`config.mk`:
```
export PLATFORM = sky130hd
export DESIGN_NAME = fcid_decoder_top
export DESIGN_NICKNAME = d
export VERILOG_FILES = /design/src/logic/fcid_pkg.sv /design/src/logic/fcid_decoder_top.sv /design/src/logic/fcid_packer.sv /design/src/logic/fcid_seizure_strip.sv
export SDC_FILE = /design/constraint.sdc
export NUM_CORES = 1
export LEC_CHECK = 0
export BUFFER_PORTS_ARGS = -buffer_cell sky130_fd_sc_hd__buf_2
export CAP_MARGIN = 20
export CORE_ASPECT_RATIO = 1.25
export CORE_MARGIN = 2
export CORE_UTILIZATION = 50
export CTS_CLUSTER_DIAMETER = 40
export DETAILED_ROUTE_END_ITERATION = 10
export GPL_ROUTABILITY_DRIVEN = 0
export PLACE_DENSITY = 0.77
export SYNTH_ARGS = -nofsm -noshare
export SYNTH_HDL_FRONTEND = slang
export SYNTH_SLANG_ARGS = --single-unit
```
`constraint.sdc`:
```
create_clock -name I_CLK -period 1.6 [get_ports I_CLK]
set_clock_uncertainty 0.2 [all_clocks]
set_input_delay 0 -clock I_CLK [delete_from_list [all_inputs] [get_ports I_CLK]]
set_output_delay 0 -clock I_CLK [all_outputs]
set_load 0.02 [all_outputs]
```
`src/logic/fcid_pkg.sv`:
```
// shared constants and types of the caller-id fsk decoder back end
`default_nettype none
package fcid_pkg;
  // entry of the shared peripheral vector, loaded on a peripheral request
  localparam logic [7:0] FCID_VECTOR_ADDR = 8'h10;
  localparam logic [7:0] FCID_VECTOR_RESET = 8'h00;
  // packet data register after reset
  localparam logic [7:0] FCID_PACKET_RESET = 8'h00;
  // serial lines idle high, flags idle low
  localparam logic FCID_SERIAL_IDLE = 1'b1;
  localparam logic FCID_FLAG_RESET = 1'b0;
  // character framing: one start bit, data bits, one dropped stop bit
  localparam int FCID_CHAR_BITS = 10;
  localparam int FCID_DATA_BITS = 8;
  // consecutive marks that end the alternating seizure pattern
  localparam int FCID_MARK_RUN = 4;
  // event source positions in the flag vectors
  localparam int FCID_SRC_RAW = 0;
  localparam int FCID_SRC_RING = 1;
  localparam int FCID_SRC_CARRIER = 2;
  localparam int FCID_SRC_PACKET = 3;
  localparam int FCID_NUM_SRC = 4;
  // packer states, gray along idle -> shift -> stop
  typedef enum logic [1:0] {
    FCID_PK_IDLE = 2'b00,
    FCID_PK_SHIFT = 2'b01,
    FCID_PK_STOP = 2'b11
  } fcid_pack_state_type;
endpackage : fcid_pkg
`default_nettype wire

```
`src/logic/fcid_decoder_top.sv`:
```
// digital back end of the caller-id fsk decoder: serial, packets, events
`timescale 1ns/10ps
`default_nettype none
// Behaviour
// [RULE_01] four event sources: raw falling edge, ring, carrier, packet byte
// [RULE_02] raw edge enabled by a one; other three enabled by mask zero
// [RULE_03] every event sets its flag even when its interrupt is off
// [RULE_04] enabled event with peripheral enable sets request, vector 10H
// [RULE_05] software, not hardware, clears the four event flags
// [RULE_06] a flag still set suppresses further interrupts from its source
// [RULE_07] power-down stops decoding; flags and data stay accessible
// [RULE_08] raw edge enable blocks ring, carrier and packet interrupts
// [RULE_09] ring flag on falling ring detect; interrupts if unmasked, enabled
// [RULE_10] decoder runs only while power-down is zero
// [RULE_11] carrier detection sets carrier flag; interrupts if unmasked
// [RULE_12] raw bit follows the whole demodulated stream
// [RULE_13] cooked bit is the raw stream without the seizure pattern
// [RULE_14] without fsk data both serial bits are held high
// [RULE_15] ten bits per character, first and tenth dropped, eight kept
// [RULE_16] valid byte goes to packet data and sets packet flag
// [RULE_17] source select picks raw or cooked stream for the packer
// [RULE_18] a character starts only on a zero start bit
// [RULE_19] with cooked selected the seizure pattern is never packed
// [RULE_20] software keeps the part at full speed while decoding
// [RULE_21] ring detection and its flag work even in power-down
// [RULE_22] packet data holds until next byte; writing zero clears a flag
module fcid_decoder_top #(
  parameter int MARK_RUN = fcid_pkg::FCID_MARK_RUN,
  parameter int DATA_BITS = fcid_pkg::FCID_DATA_BITS
) (
  input wire logic I_CLK,
  input wire logic I_RST_B,
  input wire logic I_DEMOD_BIT,
  input wire logic I_BIT_STROBE,
  input wire logic I_DATA_DETECT,
  input wire logic I_CARRIER_DETECT,
  input wire logic I_RING_DETECT_INTERNAL,
  input wire logic I_DECODER_POWER_DOWN,
  input wire logic I_PACKET_SOURCE_SELECT,
  input wire logic I_RAW_EDGE_IRQ_ENABLE,
  input wire logic I_RING_IRQ_MASK,
  input wire logic I_CARRIER_IRQ_MASK,
  input wire logic I_PACKET_IRQ_MASK,
  input wire logic I_PERIPHERAL_IRQ_ENABLE,
  input wire logic I_CLR_RAW_EDGE_FLAG,
  input wire logic I_CLR_RING_EVENT_FLAG,
  input wire logic I_CLR_CARRIER_EVENT_FLAG,
  input wire logic I_CLR_PACKET_READY_FLAG,
  input wire logic I_PERIPHERAL_ACK,
  output logic O_RAW_SERIAL_BIT,
  output logic O_COOKED_SERIAL_BIT,
  output logic O_CARRIER_STATUS,
  output logic [DATA_BITS-1:0] O_PACKET_DATA,
  output logic O_RAW_EDGE_FLAG,
  output logic O_RING_EVENT_FLAG,
  output logic O_CARRIER_EVENT_FLAG,
  output logic O_PACKET_READY_FLAG,
  output logic O_PERIPHERAL_REQUEST_FLAG,
  output logic [7:0] O_VECTOR_ADDR
);
  localparam int NS = fcid_pkg::FCID_NUM_SRC;

  logic active;
  logic powered;
  logic mark_seen;
  logic cooked_src;
  logic pack_bit;
  logic [DATA_BITS-1:0] pack_byte;
  logic pack_valid;
  logic raw_prev;
  logic carrier_prev;
  logic ring_prev;
  logic [NS-1:0] ev;
  logic [NS-1:0] clr;
  logic [NS-1:0] en;
  logic [NS-1:0] flag;
  logic [NS-1:0] req;
  logic any_req;

  // request from one source: an enabled event that finds its flag clear
  function automatic logic fcid_req_gate(input logic event_hit,
                                         input logic flag_now,
                                         input logic enable);
    fcid_req_gate = event_hit && !flag_now && enable;
  endfunction : fcid_req_gate

  // decoding runs only out of power-down and while fsk data is seen
  assign powered = !I_DECODER_POWER_DOWN; // RULE_10
  assign active = powered && I_DATA_DETECT; // RULE_07

  // end-of-seizure detector feeding the cooked stream
  fcid_seizure_strip #(
    .MARK_RUN(MARK_RUN)
  ) u_strip (
    .i_clk(I_CLK),
    .i_rst_b(I_RST_B),
    .i_active(active),
    .i_strobe(I_BIT_STROBE),
    .i_bit(I_DEMOD_BIT),
    .o_mark_seen(mark_seen)
  );

  // cooked stream stays high through the alternating pattern
  assign cooked_src = mark_seen ? I_DEMOD_BIT :
                      fcid_pkg::FCID_SERIAL_IDLE; // RULE_19
  // packer input choice; cooked keeps sync bits out of the bytes
  assign pack_bit = I_PACKET_SOURCE_SELECT ? cooked_src : I_DEMOD_BIT; // RULE_17

  fcid_packer #(
    .DATA_BITS(DATA_BITS)
  ) u_packer (
    .i_clk(I_CLK),
    .i_rst_b(I_RST_B),
    .i_enable(active),
    .i_strobe(I_BIT_STROBE),
    .i_bit(pack_bit),
    .o_byte(pack_byte),
    .o_valid(pack_valid)
  );

  // raw serial bit: full stream while data is present out of power-down, else idle high
  always_ff @(posedge I_CLK or negedge I_RST_B) begin
    if (!I_RST_B) begin
      O_RAW_SERIAL_BIT <= fcid_pkg::FCID_SERIAL_IDLE;
    end else if (active) begin
      O_RAW_SERIAL_BIT <= I_DEMOD_BIT; // RULE_12
    end else begin
      O_RAW_SERIAL_BIT <= fcid_pkg::FCID_SERIAL_IDLE; // RULE_14
    end
  end

  // cooked serial bit: same timing as raw so the two line up
  always_ff @(posedge I_CLK or negedge I_RST_B) begin
    if (!I_RST_B) begin
      O_COOKED_SERIAL_BIT <= fcid_pkg::FCID_SERIAL_IDLE;
    end else if (active) begin
      O_COOKED_SERIAL_BIT <= cooked_src; // RULE_13
    end else begin
      O_COOKED_SERIAL_BIT <= fcid_pkg::FCID_SERIAL_IDLE; // RULE_14
    end
  end

  // history for the edge detectors; ring history runs even in power-down
  always_ff @(posedge I_CLK or negedge I_RST_B) begin
    if (!I_RST_B) begin
      raw_prev <= fcid_pkg::FCID_SERIAL_IDLE;
      carrier_prev <= 1'b0;
      ring_prev <= 1'b1;
      O_CARRIER_STATUS <= 1'b0;
    end else begin
      raw_prev <= O_RAW_SERIAL_BIT;
      carrier_prev <= powered && I_CARRIER_DETECT;
      ring_prev <= I_RING_DETECT_INTERNAL; // RULE_21
      O_CARRIER_STATUS <= powered && I_CARRIER_DETECT;
    end
  end

  // the four event sources
  assign ev[fcid_pkg::FCID_SRC_RAW] = powered && raw_prev &&
                                      !O_RAW_SERIAL_BIT; // RULE_01
  assign ev[fcid_pkg::FCID_SRC_RING] = ring_prev &&
                                       !I_RING_DETECT_INTERNAL; // RULE_09
  assign ev[fcid_pkg::FCID_SRC_CARRIER] = powered && I_CARRIER_DETECT &&
                                          !carrier_prev; // RULE_11
  assign ev[fcid_pkg::FCID_SRC_PACKET] = powered && pack_valid; // RULE_16

  // software clears, one write of zero per flag
  assign clr[fcid_pkg::FCID_SRC_RAW] = I_CLR_RAW_EDGE_FLAG;
  assign clr[fcid_pkg::FCID_SRC_RING] = I_CLR_RING_EVENT_FLAG;
  assign clr[fcid_pkg::FCID_SRC_CARRIER] = I_CLR_CARRIER_EVENT_FLAG;
  assign clr[fcid_pkg::FCID_SRC_PACKET] = I_CLR_PACKET_READY_FLAG;

  // raw edge enable is active high and shuts out the masked three
  assign en[fcid_pkg::FCID_SRC_RAW] = I_RAW_EDGE_IRQ_ENABLE; // RULE_02
  assign en[fcid_pkg::FCID_SRC_RING] = !I_RING_IRQ_MASK &&
                                       !I_RAW_EDGE_IRQ_ENABLE; // RULE_08
  assign en[fcid_pkg::FCID_SRC_CARRIER] = !I_CARRIER_IRQ_MASK &&
                                          !I_RAW_EDGE_IRQ_ENABLE; // RULE_08
  assign en[fcid_pkg::FCID_SRC_PACKET] = !I_PACKET_IRQ_MASK &&
                                         !I_RAW_EDGE_IRQ_ENABLE; // RULE_02

  // sticky flags; a set in the clearing cycle wins over the clear
  generate
    for (genvar i = 0; i < NS; i++) begin : g_src
      always_ff @(posedge I_CLK or negedge I_RST_B) begin
        if (!I_RST_B) begin
          flag[i] <= fcid_pkg::FCID_FLAG_RESET;
        end else if (ev[i]) begin
          flag[i] <= 1'b1; // RULE_03
        end else if (clr[i]) begin
          flag[i] <= 1'b0; // RULE_22
        end
      end

      // a flag left set holds back repeat requests
      assign req[i] = fcid_req_gate(ev[i], flag[i], en[i]); // RULE_06

    end
  endgenerate

  assign O_RAW_EDGE_FLAG = flag[fcid_pkg::FCID_SRC_RAW];
  assign O_RING_EVENT_FLAG = flag[fcid_pkg::FCID_SRC_RING];
  assign O_CARRIER_EVENT_FLAG = flag[fcid_pkg::FCID_SRC_CARRIER];
  assign O_PACKET_READY_FLAG = flag[fcid_pkg::FCID_SRC_PACKET];
  assign any_req = |req;

  // peripheral request and vector; acknowledge loses to a new request
  always_ff @(posedge I_CLK or negedge I_RST_B) begin
    if (!I_RST_B) begin
      O_PERIPHERAL_REQUEST_FLAG <= 1'b0;
      O_VECTOR_ADDR <= fcid_pkg::FCID_VECTOR_RESET;
    end else if (any_req && I_PERIPHERAL_IRQ_ENABLE) begin
      O_PERIPHERAL_REQUEST_FLAG <= 1'b1; // RULE_04
      O_VECTOR_ADDR <= fcid_pkg::FCID_VECTOR_ADDR; // RULE_04
    end else if (I_PERIPHERAL_ACK) begin
      O_PERIPHERAL_REQUEST_FLAG <= 1'b0;
    end
  end

  // packet data keeps its last byte; load only on a valid byte
  always_ff @(posedge I_CLK or negedge I_RST_B) begin
    if (!I_RST_B) begin
      O_PACKET_DATA <= fcid_pkg::FCID_PACKET_RESET;
    end else if (ev[fcid_pkg::FCID_SRC_PACKET]) begin
      O_PACKET_DATA <= pack_byte; // RULE_16
    end
  end
endmodule : fcid_decoder_top
`default_nettype wire

```
`src/logic/fcid_packer.sv`:
```
// packer of ten-bit serial characters into bytes
`timescale 1ns/10ps
`default_nettype none
module fcid_packer #(
  parameter int DATA_BITS = fcid_pkg::FCID_DATA_BITS
) (
  input wire logic i_clk,
  input wire logic i_rst_b,
  input wire logic i_enable,
  input wire logic i_strobe,
  input wire logic i_bit,
  output logic [DATA_BITS-1:0] o_byte,
  output logic o_valid
);
  localparam int CW = $clog2(DATA_BITS + 1);
  fcid_pkg::fcid_pack_state_type state;
  logic [CW-1:0] cnt;

  generate
    if (DATA_BITS + 2 != fcid_pkg::FCID_CHAR_BITS) begin : g_bad_width
      $error("DATA_BITS must leave room for start and stop bits");
    end
  endgenerate

  // only a zero start bit opens a character, so steady mark is skipped
  always_ff @(posedge i_clk or negedge i_rst_b) begin
    if (!i_rst_b) begin
      state <= fcid_pkg::FCID_PK_IDLE;
      cnt <= '0;
      o_byte <= '0;
    end else if (!i_enable) begin
      state <= fcid_pkg::FCID_PK_IDLE;
      cnt <= '0;
    end else if (i_strobe) begin
      case (state)
        fcid_pkg::FCID_PK_IDLE: begin
          cnt <= '0;
          if (!i_bit) begin
            state <= fcid_pkg::FCID_PK_SHIFT; // RULE_18
          end
        end
        fcid_pkg::FCID_PK_SHIFT: begin
          o_byte <= {i_bit, o_byte[DATA_BITS-1:1]}; // RULE_15
          cnt <= cnt + 1'b1;
          if (cnt == CW'(DATA_BITS - 1)) begin
            state <= fcid_pkg::FCID_PK_STOP;
          end
        end
        default: begin
          state <= fcid_pkg::FCID_PK_IDLE; // tenth bit dropped
        end
      endcase
    end
  end

  // byte is complete once the tenth bit has gone by
  always_ff @(posedge i_clk or negedge i_rst_b) begin
    if (!i_rst_b) begin
      o_valid <= 1'b0;
    end else begin
      o_valid <= i_enable && i_strobe &&
                 (state == fcid_pkg::FCID_PK_STOP); // RULE_15
    end
  end
endmodule : fcid_packer
`default_nettype wire

```
`src/logic/fcid_seizure_strip.sv`:
```
// detector for the end of the alternating channel-seizure pattern
`timescale 1ns/10ps
`default_nettype none
module fcid_seizure_strip #(
  parameter int MARK_RUN = fcid_pkg::FCID_MARK_RUN
) (
  input wire logic i_clk,
  input wire logic i_rst_b,
  input wire logic i_active,
  input wire logic i_strobe,
  input wire logic i_bit,
  output logic o_mark_seen
);
  localparam int CW = $clog2(MARK_RUN + 1);
  logic [CW-1:0] run;

  // alternation never holds two marks in a row, so a run proves the mark
  generate
    if (MARK_RUN < 2) begin : g_bad_run
      $error("MARK_RUN must be at least 2");
    end
  endgenerate

  // count consecutive mark bits on each bit strobe
  always_ff @(posedge i_clk or negedge i_rst_b) begin
    if (!i_rst_b) begin
      run <= '0;
    end else if (!i_active) begin
      run <= '0;
    end else if (i_strobe) begin
      run <= i_bit ? ((run == CW'(MARK_RUN)) ? run : run + 1'b1) : '0;
    end
  end

  // sticky until the frame ends; the data keeps its own marks
  always_ff @(posedge i_clk or negedge i_rst_b) begin
    if (!i_rst_b) begin
      o_mark_seen <= 1'b0;
    end else if (!i_active) begin
      o_mark_seen <= 1'b0;
    end else if (i_strobe && i_bit && (run == CW'(MARK_RUN - 1))) begin
      o_mark_seen <= 1'b1;
    end
  end
endmodule : fcid_seizure_strip
`default_nettype wire

```
==> metrics.md, run 1 <==
| Metric | Value |
|---|---|
| Starting DRC count in detailed routing | `63` |
| Design Power | `2.21 mW` |
| Startpoint types | `primary input` |
| Avg WL per Cell | `14.9 um` |
| Htree depth | `2` |
| Synth area leader | `dfrtp_1` |
| #FFs+latches synth | `38` |
| CP endpoint kind | `flip-flop` |
| Final period util | `101%` |
| Number of global-route vias before repair | `1276` |
| Total CTS buffers | `5` |
| Crit-path cells | `dlygate4sd3_1, buf_2, nand2b_4, dlygate4sd3_1, or3_1` |
| Nets@finish | `235` |
| Synth warn | `0` |
| HPWL after DPL | `2250 um` |
| Antenna violations before repair | `0` |
| Max-cap violations | `0` |
| Initial core utilization | `53.0%` |
| CP Class | `in -> reg` |
| LEAKAGE | `1.16 nW` |
| Share of cells above drive strength 1 | `37.6%` |
| Ant. Diodes | `0` |
| Final worst slack | `-0.00983 ns` |
| Util after Layout | `72.3%` |
| First-pass detailed-route iteration total | `4` |
| Final Hold Fails | `0` |
| Top post-synthesis cells by area | `dfrtp_1 50%, mux2_2 6.6%, dfstp_2 6.2%` |
| Worst ir drop on vdd | `0.665 mV` |
| CTS tree | `built` |
| Port-buffer cells | `35` |
| Rows | `23` |
| Die W | `56.3 um` |
| Register area share after synthesis | `56.0%` |
| Syn Inst Count | `143` |
| Crit path largest cell delay | `0.58 ns` |
| Vias per std cell | `5.20` |
| Root buf cell | `clkbuf_8` |
| Post-DP Area | `1910 sq um` |
| Final Routed Wirelength | `3730 um` |
| Slew Limit Fails | `0` |
| Syn avg cell area | `11.9 sq um` |
| GRT overflow | `0` |
| Core Region | `3220 sq um` |
| # clock sinks | `38` |
| DR DRC count | `0` |
| Layout area overhead | `36.6%` |
| Global-route wire length before repair | `5570 um` |
| Unique masters post-synth | `35` |
| Failing checks | `setup timing` |
| Largest net degree at the start of global routing | `39` |
| Worst Path Arrival | `1.63 ns` |
| Antenna Nets Post-Route | `0` |
| RSZ-0062 raised after global routing | `true` |
| Clk buf depth | `2` |
| Clk Latency, worst-skew pair | `0.29 ns` |
| Crit path max-delay cell type | `dlygate4sd3_1` |
| P per Cell Area | `949 nW/um^2` |
| Worst EP required | `1.62 ns` |
| Worst slack at placement | `0.0285 ns` |
| Final Critical Period | `1.61 ns` |
| Final hold slack | `0.00206 ns` |
| Synth top area share | `49.9%` |
| Synthesized cell area | `1710 sq um` |
| GRT Resource Usage Total | `18.6%` |
| Peak Freq | `0.621 GHz` |
| Status | `finished, violations left` |
| R2R Setup Slk | `0 ns` |
| Area of the die | `3900 sq um` |
| Post-route design area | `2330 sq um` |
| Final setup fails | `1` |
| I/O pin cnt | `43` |
| Crit path max fanout | `8` |
| CP most frequent cell | `dlygate4sd3_1` |
| Clk slew on worst S/H paths | `0.08 ns` |
| Vias | `1300` |
| Type of the worst min-delay path | `in -> async` |
| Die height | `69.3 um` |
-- sequential cells by signal, summed over array words and instances (netlist names) --
register                   count
O_CARRIER_EVENT_FLAG           1
O_COOKED_SERIAL_BIT            1
O_PACKET_DATA                  8
O_PACKET_READY_FLAG            1
O_PERIPHERAL_REQUEST_FLAG      1
O_RAW_EDGE_FLAG                1
O_RAW_SERIAL_BIT               1
O_RING_EVENT_FLAG              1
O_VECTOR_ADDR                  1
carrier_prev                   1
raw_prev                       1
ring_prev                      1
u_packer.cnt                   4
u_packer.o_byte                8
u_packer.o_valid               1
u_packer.state                 2
u_strip.o_mark_seen            1
u_strip.run                    3
-- through the flow --
stage	instances	setup TNS (ns)
floorplan	149	0
global placement	215	0
detailed placement	215	0
CTS	241	0
global route	250	-0.310
finish	250	-0.00983
-- cell usage in the layout, fill, tap and decap left out, types with 7 or more instances in the layout --
cell	netlist	layout
a21oi_1	9	9
buf_2	1	35
buf_4	8	8
conb_1	1	7
dfrtp_1	34	34
dlygate4sd3_1	0	23
inv_1	10	9
mux2_2	10	10
nor2_1	8	8
-- logic make-up (layout without fill, tap and decap cells) --
| logic type | Yosys count | count (layout) | share of synthesized area [%] |
|---|---|---|---|
| other | 1 | 7 | 0.220 |
| multiplexers | 16 | 16 | 11.9 |
| flip-flops | 38 | 38 | 56.0 |
| AND/OR/NAND/NOR | 39 | 39 | 13.2 |
| adder cells (fa/ha/maj) | 4 | 4 | 2.93 |
| AO/OA/AOI/OAI | 24 | 24 | 8.43 |
| buffers and inverters | 21 | 85 | 7.33 |
-- report_power, final --
group          total (mW)  switching, mW  leakage [nW]  internal [mW]
combinational       0.207          0.110         0.585         0.0969
sequential           1.00         0.0161         0.506          0.986
clock                1.00          0.337        0.0714          0.665
-- critical path, delay by kind of cell --
kind | cells | cell delay (ns)
buffers and inverters | 3 | 1.22
AND/OR/NAND/NOR | 2 | 0.40
-- timing repair --
action                                 4_1_cts  5_1_grt
buffers inserted                             0        4
gates resized for setup                      0        6
endpoints found under the hold margin       58        4
hold buffers                                18        5
setup endpoints to repair                    0       11
-- Yosys cell counts --
cell	number
nor3_1	1
buf_2	1
nand2_1	6
and2b_1	1
nand2b_1	4
o21ai_0	6
nor3_4	1
a22o_1	1
a211oi_1	1
nand2_2	1
mux2_4	6
nand2b_4	1
nand3_1	4
nor3b_1	3
dfstp_2	4
inv_1	10
o21ai_1	1
or2_2	1
a21oi_1	9
and3_1	2
ha_1	4
a32o_1	1
dfrtp_1	34
nor2b_1	2
nor2_1	8
buf_4	8
nor4_1	3
o21bai_1	1
a22oi_1	1
mux2_2	10
buf_6	2
a21o_1	2
o31ai_1	1
conb_1	1
or3_1	1
-- path summary, 6_finish.rpt --
check                                     startpoint                  end  cells after the start
worst min register to register      O_RAW_SERIAL_BIT             raw_prev                      0
worst max-delay path                   I_DATA_DETECT  O_COOKED_SERIAL_BIT                      5
max in group asynchronous                    I_RST_B             raw_prev                      3
worst min-delay path                         I_RST_B     O_PACKET_DATA[2]                      3
worst max register to register     u_packer.state[0]   u_packer.o_byte[6]                      4
min in group I_CLK              I_DECODER_POWER_DOWN    u_packer.state[0]                      4
-- final cells by class --
class | instances | area (sq um)
clock inverters | 2 | 60.1
inverters | 10 | 37.5
fillers | 205 | 892
repair buffers | 67 | 485
clock buffers | 6 | 82.6
multi-input cells | 90 | 663
well taps | 37 | 46.3
flip-flops and latches | 38 | 956
-- routing by layer --
| layer | up-vias | share of wire, % | global-route usage [%] | routed length, um |
|---|---|---|---|---|
| li1 | 607 | - | - | - |
| met1 | 630 | 39 | 19.9 | 1460 |
| met2 | 53 | 53 | 32.9 | 1990 |
| met3 | 10 | 5.4 | 5.22 | 201 |
| met4 | 0 | 2.1 | 8.99 | 77 |
| met5 | - | 0 | 0 | 0 |
No activity file was read; power rests on OpenSTA's default activity.
==> inputs of run 2 (changes only) <==
--- a/config.mk
+++ b/config.mk
@@ -13,6 +13,7 @@
 export CTS_CLUSTER_DIAMETER = 40
 export DETAILED_ROUTE_END_ITERATION = 10
 export GPL_ROUTABILITY_DRIVEN = 0
+export MAX_ROUTING_LAYER = met4
 export PLACE_DENSITY = 0.77
 export SYNTH_ARGS = -nofsm -noshare
 export SYNTH_HDL_FRONTEND = slang
==> run 2 against run 1 <==
  * The run ends with hold timing, setup timing left
  * Sequential power about the same
  * Global-route usage increased by 0.52 points
  * Core utilization unchanged
==> metrics.md, run 2 (same netlist as run 1, synthesis figures left out) <==
| Metric | Value |
|---|---|
| Final setup fails | `3 (was 1)` |
| I/O pin cnt | `43 (unchanged)` |
| Placed cells | `215 (unchanged)` |
| Nets@finish | `235 (unchanged)` |
| Met3 Use GR | `5.22% (unchanged)` |
| Initial core utilization | `53.0% (unchanged)` |
| Antenna violations before repair | `0 (unchanged)` |
| Startpoint types | `flip-flop (was primary input)` |
| Crit path max-delay cell type | `dfrtp_1 (was dlygate4sd3_1)` |
| Reg area | `956 sq um (unchanged)` |
| Biggest regs | `O_PACKET_DATA x8, u_packer.o_byte x8, u_packer.cnt x4 (unchanged)` |
| Vias | `1291 (was 1300)` |
| DR DRC count | `0 (unchanged)` |
| Multi-input logic area | `663 sq um (unchanged)` |
| Final period util | `101% (about the same)` |
| Clk buf depth | `2 (unchanged)` |
| Finished Layout Cells | `250 (unchanged)` |
| Design Power | `2.21 mW (about the same)` |
| Core Region | `3220 sq um (unchanged)` |
| LEAKAGE | `1.16 nW (unchanged)` |
| Crit path largest cell delay | `0.44 ns (was 0.58 ns)` |
| Setup TNS | `-0.0191 ns (was -0.00983 ns)` |
| Global-route wire length before repair | `5560 um (was 5570 um)` |
| Rows | `23 (unchanged)` |
| Port-buffer cells | `35 (unchanged)` |
| Commonest non-fill, non-tap cell in the layout | `buf_2 (unchanged)` |
| CP Class | `reg -> reg (was in -> reg)` |
| Largest net degree at the start of global routing | `39 (unchanged)` |
| Starting DRC count in detailed routing | `63 (unchanged)` |
| Die height | `69.3 um (unchanged)` |
| Layout area overhead | `36.6% (unchanged)` |
| Antenna Nets Post-Route | `0 (unchanged)` |
| Final hold slack | `-0.00116 ns (was 0.00206 ns)` |
| Leading cell types in the layout, fill and taps excluded | `35 x buf_2, 34 x dfrtp_1, 23 x dlygate4sd3_1 (unchanged)` |
| Total CTS buffers | `5 (unchanged)` |
| Worst EP required | `1.57 ns (was 1.62 ns)` |
| Crit path max fanout | `7 (was 8)` |
| CP endpoint kind | `flip-flop (unchanged)` |
| Final worst slack | `-0.00882 ns (was -0.00983 ns)` |
| Met1 GRT Util | `19.9% (unchanged)` |
| Avg WL per Cell | `15.0 um (was 14.9 um)` |
| GRT Resource Usage Total | `19.1% (was 18.6%)` |
| R2r worst-path depth | `4 (unchanged)` |
| Clk Latency, worst-skew pair | `0.29 ns (about the same)` |
| Final Critical Period | `1.61 ns (about the same)` |
| Clk slew on worst S/H paths | `0.08 ns (about the same)` |
| Htree depth | `2 (unchanged)` |
| First-pass detailed-route iteration total | `4 (unchanged)` |
| Crit path max-delay family | `flip-flops (was buffers and inverters)` |
| GRT met2 Usage | `32.9% (unchanged)` |
| GRT overflow | `0 (unchanged)` |
| Worst Path Arrival | `1.58 ns (was 1.63 ns)` |
| Slew Limit Fails | `0 (unchanged)` |
| Peak Freq | `0.622 GHz (was 0.621 GHz)` |
| Buf/Inv on CP | `1 (was 3)` |
| Final Hold Fails | `1 (was 0)` |
| Final Routed Wirelength | `3740 um (was 3730 um)` |
| Vias per std cell | `5.16 (was 5.20)` |
| Failing checks | `hold timing, setup timing (was setup timing)` |
| # clock sinks | `38 (unchanged)` |
| Die W | `56.3 um (unchanged)` |
| Share of cells above drive strength 1 | `37.6% (unchanged)` |
| CTS tree | `built (unchanged)` |
| Post-DP Area | `1910 sq um (unchanged)` |
| Root buf cell | `clkbuf_8 (unchanged)` |
| Number of global-route vias before repair | `1277 (was 1276)` |
| Status | `finished, violations left (unchanged)` |
| Crit-path cells | `nand2_2, nor3_4, buf_4, mux2_4 (was dlygate4sd3_1, buf_2, nand2b_4, dlygate4sd3_1, or3_1)` |
| Most used routing layer in global routing | `met2 (unchanged)` |
| Ant. Diodes | `0 (unchanged)` |
| Area of the die | `3900 sq um (unchanged)` |
| WP depth | `4 (was 5)` |
| P per Cell Area | `949 nW/um^2 (about the same)` |
| RSZ-0062 raised after global routing | `true (unchanged)` |
| Max-cap violations | `0 (unchanged)` |
| Layout fillers | `205 (unchanged)` |
| Worst ir drop on vdd | `0.665 mV (about the same)` |
| Post-route design area | `2330 sq um (unchanged)` |
| Type of the worst min-delay path | `in -> async (unchanged)` |
| HPWL after DPL | `2250 um (unchanged)` |
==> run 2: cell counts in the layout (fill, tap and decap cells not counted) <==
No cell type changed its count.
==> run 2: layer usage <==
metal / vias up / wire length [um]
met4: 0 / 59
met1: 622 / 1470
met3: 6 / 200
met5: - / 0
li1: 606 / -
met2: 57 / 2010
==> run 2: cell type report <==
| type | count | area share [%] |
|---|---|---|
| clock buffer | 6 | 3.54 |
| tap | 37 | 1.99 |
| clock inverter | 2 | 2.58 |
| inverter | 10 | 1.61 |
| timing repair buffer | 67 | 20.8 |
| sequential | 38 | 41.0 |
| multi-input combinational | 90 | 28.4 |
==> run 2: worst paths after layout <==
path | startpoint | end | slack [ns]
setup / recovery | u_packer.state[0] | u_packer.o_byte[6] | -0.009
setup reg to reg | u_packer.state[0] | u_packer.o_byte[6] | -0.009
hold / removal | I_RST_B | O_PACKET_DATA[2] | -0.001
hold reg to reg | O_RAW_SERIAL_BIT | raw_prev | 0.18
max in group asynchronous | I_RST_B | ring_prev | 0.93
min in group I_CLK | I_DECODER_POWER_DOWN | u_packer.state[0] | 0.02
==> run 2: worst reg2reg max path, cell delays in order (launching register included) <==
cell,delay (ns)
dfrtp_1,0.44
nand2_2,0.10
nor3_4,0.21
buf_4,0.22
mux2_4,0.31
==> run 2: where the power goes <==
group          switching (mW)  internal, mW  total, mW
sequential             0.0161         0.986       1.00
clock                   0.338         0.665       1.00
combinational           0.110        0.0968      0.207
total                   0.464          1.75       2.21
==> run 2: what timing repair did <==
item / in CTS / in global routing
endpoints found under the hold margin: 58 / 4
setup endpoints to repair: 0 / 11
resized for setup: 0 / 6
buffers inserted: 0 / 4
hold buffers: 18 / 5
==> run 2: stage by stage <==
stage / setup slack, ns / util (%)
after floorplan: 0.0587 / -
after detailed placement: 0.0285 / 59.4
final: -0.00882 / 72.3
after CTS: 0.00831 / 69.4
after global routing: -0.0519 / 72.3
after global placement: 0.113 / 59.4
